## src/rtl/wdt_aux_pkg.sv

```systemverilog
package wdt_aux_pkg;

    // ****************************************************************
    // clocking
    // ****************************************************************
    localparam int CLK_PERIOD_NS = 50;
    // the oscillator is the system clock itself
    localparam int OSC_PERIOD_NS = 50;
    localparam int MACHINE_CYCLE_OSC = 12;
    localparam int STROBE_DIV_OSC = 6;
    localparam int RESET_PULSE_OSC = 98;
    localparam int MACHINE_CYCLE_CLKS = (MACHINE_CYCLE_OSC * OSC_PERIOD_NS) / CLK_PERIOD_NS;
    localparam int STROBE_DIV_CLKS = (STROBE_DIV_OSC * OSC_PERIOD_NS) / CLK_PERIOD_NS;
    localparam int RESET_PULSE_CLKS =
        (RESET_PULSE_OSC * OSC_PERIOD_NS + CLK_PERIOD_NS - 1) / CLK_PERIOD_NS;
    localparam int STROBE_HIGH_CLKS = 2;

    // ****************************************************************
    // special function register map
    // ****************************************************************
    localparam logic [7:0] AUX_CONTROL_ADDR = 8'h8e;
    localparam logic [7:0] WATCHDOG_SERVICE_ADDR = 8'ha6;
    localparam logic [7:0] UNLOCK_FIRST = 8'h1e;
    localparam logic [7:0] UNLOCK_SECOND = 8'he1;
    localparam int AUX_STROBE_SUPPRESS_BIT = 0;
    localparam int AUX_RESET_OUT_DISABLE_BIT = 3;
    localparam int AUX_IDLE_HALT_BIT = 4;
    localparam logic [7:0] READ_ZERO = 8'h00;

    // ****************************************************************
    // watchdog counter
    // ****************************************************************
    localparam int WDT_WIDTH = 14;
    localparam logic [WDT_WIDTH-1:0] WDT_LIMIT = 14'h3fff;
    localparam logic [WDT_WIDTH-1:0] WDT_ZERO = 14'h0000;

    typedef struct packed {
        logic idle_halt_bit;
        logic reset_out_disable;
        logic strobe_suppress;
    } aux_fields_t;

    localparam aux_fields_t AUX_RESET = '{idle_halt_bit: 1'b0, reset_out_disable: 1'b0,
                                          strobe_suppress: 1'b0};

    typedef enum logic [1:0] {WD_OFF, WD_RUN, WD_PULSE} wd_mode_t;

    typedef struct packed {
        logic we;
        logic re;
        logic [7:0] addr;
        logic [7:0] wdata;
    } sfr_req_t;

    // wrapping counter step, shared by every divider in the block
    function automatic logic [7:0] wrap_inc(input logic [7:0] value, input logic [7:0] last);
        logic [7:0] result;
        result = (value >= last) ? 8'h00 : value + 8'h01;
        return result;
    endfunction

endpackage

```

## src/rtl/strobe_gen.sv

```systemverilog
module strobe_gen
    import wdt_aux_pkg::*;
#(
    parameter int DIV_CLKS = STROBE_DIV_CLKS,
    parameter int HIGH_CLKS = STROBE_HIGH_CLKS
)
(
    input wire logic clk,
    input wire logic rst,
    input wire logic suppress,
    input wire logic ext_move_active,
    output logic strobe
);
    import wdt_aux_pkg::*;

    typedef struct packed {
        logic [7:0] phase;
        logic out;
    } strobe_state_t;

    localparam logic [7:0] LAST_PHASE = 8'(DIV_CLKS - 1);
    localparam logic [7:0] HIGH_PHASES = 8'(HIGH_CLKS);

    strobe_state_t state_reg;
    strobe_state_t state_next;

    // ****************************************************************
    // divider and gating
    // ****************************************************************
    always_comb
    begin
        state_next = state_reg;
        state_next.phase = wrap_inc(state_reg.phase, LAST_PHASE);
        // free-running phase keeps the strobe aligned when suppression is lifted
        if (suppress)
        begin
            state_next.out = ext_move_active && (state_next.phase < HIGH_PHASES);
        end
        else
        begin
            state_next.out = state_next.phase < HIGH_PHASES;
        end
    end

    always_ff @(posedge clk)
    begin
        if (rst)
        begin
            state_reg <= '0;
        end
        else
        begin
            state_reg <= state_next;
        end
    end

    assign strobe = state_reg.out;

endmodule // strobe_gen

```

## src/rtl/watchdog_aux.sv

```systemverilog
// How it works
// after any reset the watchdog is off and its counter stands still until software arms it (a pin reset on RST_PIN_IN leaves the mode as it was).
// writing 1e then e1 to the service register arms the watchdog.
// an armed watchdog steps a 14-bit counter once per machine cycle while the clock runs.
// writing the same pair while armed clears the counter, which keeps counting.
// a counter that reaches 3fff is an overflow and resets the whole chip.
// no write can turn an armed watchdog off; only a reset or an overflow does.
// the service register is write-only and the counter can be neither read nor loaded.
// an overflow drives a high pulse on the reset pin lasting 98 oscillator periods.
// strobe suppress 0 gives a strobe at a sixth of the clock, 1 only during external moves.
// with idle halt at 0, its reset value, the watchdog counts on through idle.
// with idle halt at 1, the count freezes in idle and resumes from that value after it.
// in power-down the clock is stopped, so the watchdog does not count.
// after a wake by level interrupt the count waits until the interrupt line is high again.
// reset out disable is aux bit 3; at 0 an overflow drives the pin, at 1 the pin is input only.
// e1 counts only right after 1e; any other value written breaks the sequence.
module watchdog_aux
    import wdt_aux_pkg::*;
(
    input wire logic CLK_SYS,
    input wire logic RST,
    input wire logic SFR_WE,
    input wire logic SFR_RE,
    input wire logic [7:0] SFR_ADDR,
    input wire logic [7:0] SFR_WDATA,
    output logic [7:0] SFR_RDATA,
    input wire logic IDLE_MODE,
    input wire logic POWER_DOWN,
    input wire logic EXT_INT_N,
    input wire logic EXT_MOVE_ACTIVE,
    input wire logic RST_PIN_IN,
    output logic RST_PIN_OUT,
    output logic RST_PIN_OE_N,
    output logic CHIP_RESET,
    output logic WDT_ARMED,
    output logic ALE_OUT
);
    import wdt_aux_pkg::*;

    // ****************************************************************
    // state
    // ****************************************************************
    typedef struct packed {
        wd_mode_t mode;
        logic [WDT_WIDTH-1:0] watchdog_counter;
        logic [7:0] prescale;
        logic [7:0] pulse_count;
        logic drive_pin;
        logic seq_first_seen;
        aux_fields_t aux;
        logic [7:0] rdata;
        logic int_meta;
        logic int_sync;
        logic pin_meta;
        logic pin_sync;
        logic pd_wait;
    } wd_state_t;

    localparam logic [7:0] PRESCALE_LAST = 8'(MACHINE_CYCLE_CLKS - 1);
    localparam logic [7:0] PULSE_LAST = 8'(RESET_PULSE_CLKS - 1);

    wd_state_t state_reg;
    wd_state_t state_next;
    sfr_req_t req;
    logic svc_write;
    logic aux_write;
    logic unlock_done;
    logic count_enable;
    logic machine_tick;

    assign req = '{we: SFR_WE, re: SFR_RE, addr: SFR_ADDR, wdata: SFR_WDATA};

    // ****************************************************************
    // decode
    // ****************************************************************
    always_comb
    begin
        svc_write = req.we && (req.addr == WATCHDOG_SERVICE_ADDR);
        aux_write = req.we && (req.addr == AUX_CONTROL_ADDR);
        // second byte only completes the pair when the first came just before it
        unlock_done = svc_write && state_reg.seq_first_seen
            && (req.wdata == UNLOCK_SECOND);
        // the clock stands still in power-down; the prescaler freezes with it
        count_enable = (state_reg.mode == WD_RUN)
            && !POWER_DOWN
            && !state_reg.pd_wait
            && !(IDLE_MODE && state_reg.aux.idle_halt_bit); // see R10
        machine_tick = count_enable && (state_reg.prescale == PRESCALE_LAST);
    end

    // ****************************************************************
    // next state
    // ****************************************************************
    always_comb
    begin
        state_next = state_reg;

        // pin inputs pass two flops first
        state_next.int_meta = EXT_INT_N;
        state_next.int_sync = state_reg.int_meta;
        state_next.pin_meta = RST_PIN_IN;
        state_next.pin_sync = state_reg.pin_meta;

        // a wake by level interrupt holds the count until the line returns high
        if (POWER_DOWN)
        begin
            state_next.pd_wait = 1'b1;
        end
        else if (state_reg.int_sync)
        begin
            state_next.pd_wait = 1'b0;
        end

        // unlock sequence tracking
        if (svc_write)
        begin
            state_next.seq_first_seen = (req.wdata == UNLOCK_FIRST);
        end

        // register writes: aux only, the service register holds no data
        if (aux_write)
        begin
            state_next.aux.idle_halt_bit = req.wdata[AUX_IDLE_HALT_BIT];
            state_next.aux.reset_out_disable = req.wdata[AUX_RESET_OUT_DISABLE_BIT];
            state_next.aux.strobe_suppress = req.wdata[AUX_STROBE_SUPPRESS_BIT];
        end

        // reads: service register and counter never show, reserved bits read zero
        state_next.rdata = READ_ZERO;
        if (req.re && (req.addr == AUX_CONTROL_ADDR))
        begin
            state_next.rdata[AUX_IDLE_HALT_BIT] = state_reg.aux.idle_halt_bit;
            state_next.rdata[AUX_RESET_OUT_DISABLE_BIT] = state_reg.aux.reset_out_disable;
            state_next.rdata[AUX_STROBE_SUPPRESS_BIT] = state_reg.aux.strobe_suppress;
        end

        if (count_enable)
        begin
            state_next.prescale = wrap_inc(state_reg.prescale, PRESCALE_LAST);
        end

        case (state_reg.mode)
            WD_OFF:
            begin
                // counter stays put until armed
                state_next.watchdog_counter = WDT_ZERO;
                state_next.prescale = 8'h00;
                if (unlock_done)
                begin
                    state_next.mode = WD_RUN;
                end
            end
            WD_RUN:
            begin
                // no path back to off except overflow or reset
                if (unlock_done)
                begin
                    state_next.watchdog_counter = WDT_ZERO;
                end
                else if (state_reg.watchdog_counter == WDT_LIMIT)
                begin
                    // overflow resets the chip, so aux and sequence return to defaults
                    state_next.mode = WD_PULSE; // see R5
                    state_next.watchdog_counter = WDT_ZERO;
                    state_next.prescale = 8'h00;
                    state_next.pulse_count = 8'h00;
                    state_next.drive_pin = !state_reg.aux.reset_out_disable;
                    state_next.aux = AUX_RESET;
                    state_next.seq_first_seen = 1'b0;
                end
                else if (machine_tick)
                begin
                    state_next.watchdog_counter = state_reg.watchdog_counter + 14'h0001;
                end
            end
            WD_PULSE:
            begin
                // the chip is in reset: ignore all register traffic
                state_next.aux = AUX_RESET;
                state_next.seq_first_seen = 1'b0;
                state_next.rdata = READ_ZERO;
                state_next.pulse_count = wrap_inc(state_reg.pulse_count, PULSE_LAST);
                if (state_reg.pulse_count == PULSE_LAST)
                begin
                    state_next.mode = WD_OFF; // see R1
                    state_next.drive_pin = 1'b0;
                end
            end
            default:
            begin
                state_next.mode = WD_OFF;
            end
        endcase
    end

    // ****************************************************************
    // registers
    // ****************************************************************
    always_ff @(posedge CLK_SYS)
    begin
        if (RST)
        begin
            state_reg.mode <= WD_OFF; // see R1
            state_reg.watchdog_counter <= WDT_ZERO;
            state_reg.prescale <= 8'h00;
            state_reg.pulse_count <= 8'h00;
            state_reg.drive_pin <= 1'b0;
            state_reg.seq_first_seen <= 1'b0;
            state_reg.aux <= AUX_RESET;
            state_reg.rdata <= READ_ZERO;
            state_reg.int_meta <= 1'b1;
            state_reg.int_sync <= 1'b1;
            state_reg.pin_meta <= 1'b0;
            state_reg.pin_sync <= 1'b0;
            state_reg.pd_wait <= 1'b0;
        end
        else
        begin
            state_reg <= state_next;
        end
    end

    // ****************************************************************
    // address latch strobe
    // ****************************************************************
    strobe_gen #(
        .DIV_CLKS(STROBE_DIV_CLKS),
        .HIGH_CLKS(STROBE_HIGH_CLKS)
    ) u_strobe (
        .clk(CLK_SYS),
        .rst(RST || (state_reg.mode == WD_PULSE)),
        .suppress(state_reg.aux.strobe_suppress),
        .ext_move_active(EXT_MOVE_ACTIVE),
        .strobe(ALE_OUT)
    );

    // ****************************************************************
    // outputs
    // ****************************************************************
    assign SFR_RDATA = state_reg.rdata;
    // pin is driven only for the pulse and only when reset out is enabled
    assign RST_PIN_OUT = state_reg.drive_pin; // see R8
    assign RST_PIN_OE_N = !state_reg.drive_pin;
    // an external high on the pin also resets the chip, even while it is input only
    assign CHIP_RESET = (state_reg.mode == WD_PULSE) || state_reg.pin_sync;
    assign WDT_ARMED = (state_reg.mode == WD_RUN);

endmodule // watchdog_aux

```

## config.mk

```make
export PLATFORM = sky130hd
export DESIGN_NAME = watchdog_aux
export DESIGN_NICKNAME = d
export VERILOG_FILES = /design/src/rtl/wdt_aux_pkg.sv /design/src/rtl/strobe_gen.sv /design/src/rtl/watchdog_aux.sv
export SDC_FILE = /design/constraint.sdc
export NUM_CORES = 1
export LEC_CHECK = 0
export ABC_AREA = 1
export BUFFER_PORTS_ARGS = -buffer_cell sky130_fd_sc_hd__buf_2
export CAP_MARGIN = 20
export CORE_UTILIZATION = 58
export CTS_CLUSTER_DIAMETER = 150
export DETAILED_ROUTE_END_ITERATION = 16
export PLACE_DENSITY = 0.82
export SLEW_MARGIN = 20
export SYNTH_ARGS = -nofsm -noshare
export SYNTH_HDL_FRONTEND = slang
export SYNTH_SLANG_ARGS = --single-unit
```

## constraint.sdc

```tcl
create_clock -name CLK_SYS -period 1.84 [get_ports CLK_SYS]
set_input_delay 0.276 -clock CLK_SYS [delete_from_list [all_inputs] [get_ports CLK_SYS]]
set_output_delay 0.276 -clock CLK_SYS [all_outputs]
set_load 0.01 [all_outputs]
```

==> results.toml <==
[run_status]
status = "finished clean"

[sta]
hold_ws_ps = 148
slew_viol_final = 0
max_freq_ghz = 0.564
setup_viol = 0
period_needed_ps = 1770
fin_crit_sh_pct = 96.4
clock_skew_ps = 9.92
hold_viol = 0

[synthesis]
synth_top_family_by_area = "simple AND/OR/NAND/NOR gates"
synth_edf_count = 0
yosysWarnings = 0
ys_ff_latch = 54
synth.distinct_cells = 33
synth-main-ff-cell = "dfxtp_1"
synth_top_area_cell = "dfxtp_1"
avgSynthCellArea_sq_um = 6.70
async_flop_share_pct = 0
synth_mux_area_share_pct = 0
synth_area_leaders = "dfxtp_1 (35%), nand2_1 (13%), nor2_1 (9.1%), inv_1 (8.7%), nand3_1 (6.8%)"
ys_seq_area_share_pct = 34.8
synth_fa_ha_area_share_pct = 4.43
postSynthCellCount = 464
synth_xor_area_share_pct = 3.38
netlist.area_leader.share_pct = 34.8
synth-compound-area-share_pct = 6.32
synthSimpleGateAreaFrac_pct = 39.1
synth_area_sq_mm = 0.00311

[clock_tree]
h-tree-depth = 2
insertion_delay_ps = 310
cts_sinks = 54
path_clk_slew_ps = 100
numCtsBuffers = 5
root_buffer = "clkbuf_8"
cts_tree = "yes"
cts_buffer_depth = 2

[power]
seqPwrFrac_pct = 40.0
p_sw_mw = 1.33
p_sw_share_pct = 40.0
leakage_nw = 1.61
ir_worst_vdd_uv = 718
pwr_density_cell_mw_per_mm2 = 950
clockPowerShare_pct = 20.9
p_int_mw = 1.99
p_comb_share_pct = 39.1

[critical_path]
worstPathCellList = "inv_1, ha_1, or2_2, buf_2"
cp_data_required_time_ps = 1560
cpPeakStageDelay_ps = 370
cp-end-kind = "output pin"
crit_fanout = 4
cp_top_family = "flip-flops"
cpMaxStageDelayCell = "dfxtp_1"
cp_num_buf_inv = 2
crit_arrival_ps = 1500
critPathLaunchType = "flop"
worstSetupPathType = "reg -> out"

[place]
place_congestion = 0.919
dp_hpwl_um = 5040
port_buffers = 32
place_area_sq_mm = 0.00337

[routing]
wl_um = 6760
antenna_left = 0
drt-vias-per-instance = 5.00
routed-via-count = 2907
drtIter0Drc = 141
avgRoutedWirePerCell_um = 11.6
drt-pass1-iter-count = 4
drc_errors = 0

[finish]
largest_reg_flops = 39
ff_latch_area_sq_mm = 0.00108
drive_gt1_share_pct = 15.9
insertedDiodeCount = 0
multi_input_area_sq_mm = 0.00170
final_core_util_pct = 68.0
nets = 546
area_growth_pct = 12.4
fin_area_sq_mm = 0.00350
fill_cells = 484

[grt]
busiest_layer = "met2"
use_met1_pct = 32.3
grt.total_usage_pct = 25.6
grt_pass1_wl_um = 11200
overflow = 0
grt_pass1_vias = 2606
grt.met2_usage_pct = 44.5
grt_max_degree = 20
antenna_found_initial = 0
grt_use_met3_pct = 4.55

[floorplanning]
die_w_um = 75.2
dieArea_sq_mm = 0.00566
core_sq_mm = 0.00514
dieHeight_um = 75.2
io_pins = 38
initial_core_util_pct = 60.5
row_count = 26

[hold_path]
hold_path_class = "in -> reg"

[job]
drv_cap = 0
[per-stage QoR]
stage          worst slack, ps  TNS (ps)  std cells  total power [mW]
2_1_floorplan              144         0        472              2.25
3_3_place_gp              79.3         0        571              2.56
3_5_place_dp              66.3         0        571              2.60
4_1_cts                   46.2         0        579              3.29
5_1_grt                  -1.60     -1.60        581              3.52
6_report                  65.5         0        581              3.32
[Yosys cell counts, types with 3 or more instances]
cell	n
nand2_4	5
dfxtp_1	54
buf_4	8
clkbuf_1	3
nor2_1	75
nor3_1	8
ha_1	11
a21oi_1	24
nand3_1	42
nand2_1	106
xnor2_1	4
inv_1	72
or2_2	3
nand2_2	6
nand4_1	7
xor2_1	8
nor2_4	4
o21ai_0	9
[cell families (layout without fill, tap and decap cells)]
kind of cell | after synthesis | in the layout
buffers and inverters | 86 | 125
other | 1 | 9
and+or+nand+nor | 263 | 263
xor gates and xnor gates | 12 | 12
DFF | 54 | 54
adders and majority gates | 11 | 11
AOI/OAI and AO/OA | 37 | 37
[layout by cell type (no fill, tap or decap), types with 7 or more instances in the layout]
cell | synthesis | routed
ha_1 | 11 | 10
nor3_1 | 8 | 8
dfxtp_1 | 54 | 52
inv_1 | 72 | 72
o21ai_0 | 9 | 8
nand4_1 | 7 | 7
buf_2 | 1 | 32
nor2_1 | 75 | 74
nand3_1 | 42 | 42
xor2_1 | 8 | 8
a21oi_1 | 24 | 24
buf_4 | 8 | 12
nand2_1 | 106 | 105
conb_1 | 1 | 9
[power by group through the flow]
stage | combinational, mW | clock (mW) | sequential [mW]
floorplan | 0.913 | 0 | 1.34
global placement | 1.22 | 0 | 1.34
detailed placement | 1.25 | 0 | 1.35
CTS | 1.26 | 0.713 | 1.32
global route | 1.43 | 0.756 | 1.34
finish | 1.30 | 0.695 | 1.33
[layout make-up]
| class | count | share of cell area, % |
|---|---|---|
| multi-input cells | 332 | 48.6 |
| clock buffers | 6 | 2.36 |
| inverters | 73 | 7.84 |
| well taps | 70 | 2.51 |
| flip-flops and latches | 54 | 31.0 |
| repair buffers | 44 | 7.16 |
| clock inverters | 2 | 0.501 |
[layer usage]
layer | up-vias | part of all wire (%)
li1 | 1522 | -
met1 | 1300 | 46
met2 | 70 | 48
met3 | 15 | 4.3
met4 | 0 | 1.7
met5 | - | 0
[worst paths after layout]
check	start	endpoint	slack, ps	cells after the start
worst max-delay path	state_reg[48]$_SDFFE_PP0P_	CHIP_RESET	70	4
worst min-delay path	EXT_INT_N	state_next[3]$_SDFF_PP1_	150	2
worst max register to register	state_reg[48]$_SDFFE_PP0P_	state_reg[49]$_SDFFE_PP0P_	130	8
worst min register to register	state_next[3]$_SDFF_PP1_	state_reg[3]$_SDFF_PP1_	420	1
[timing repair]
item                                    4_1_cts  5_1_grt
gates resized for setup                       0        7
hold buffers                                  0        0
setup buffers                                 0        2
endpoints found under the setup margin        0       21
No activity file was read; power rests on OpenSTA's default activity.
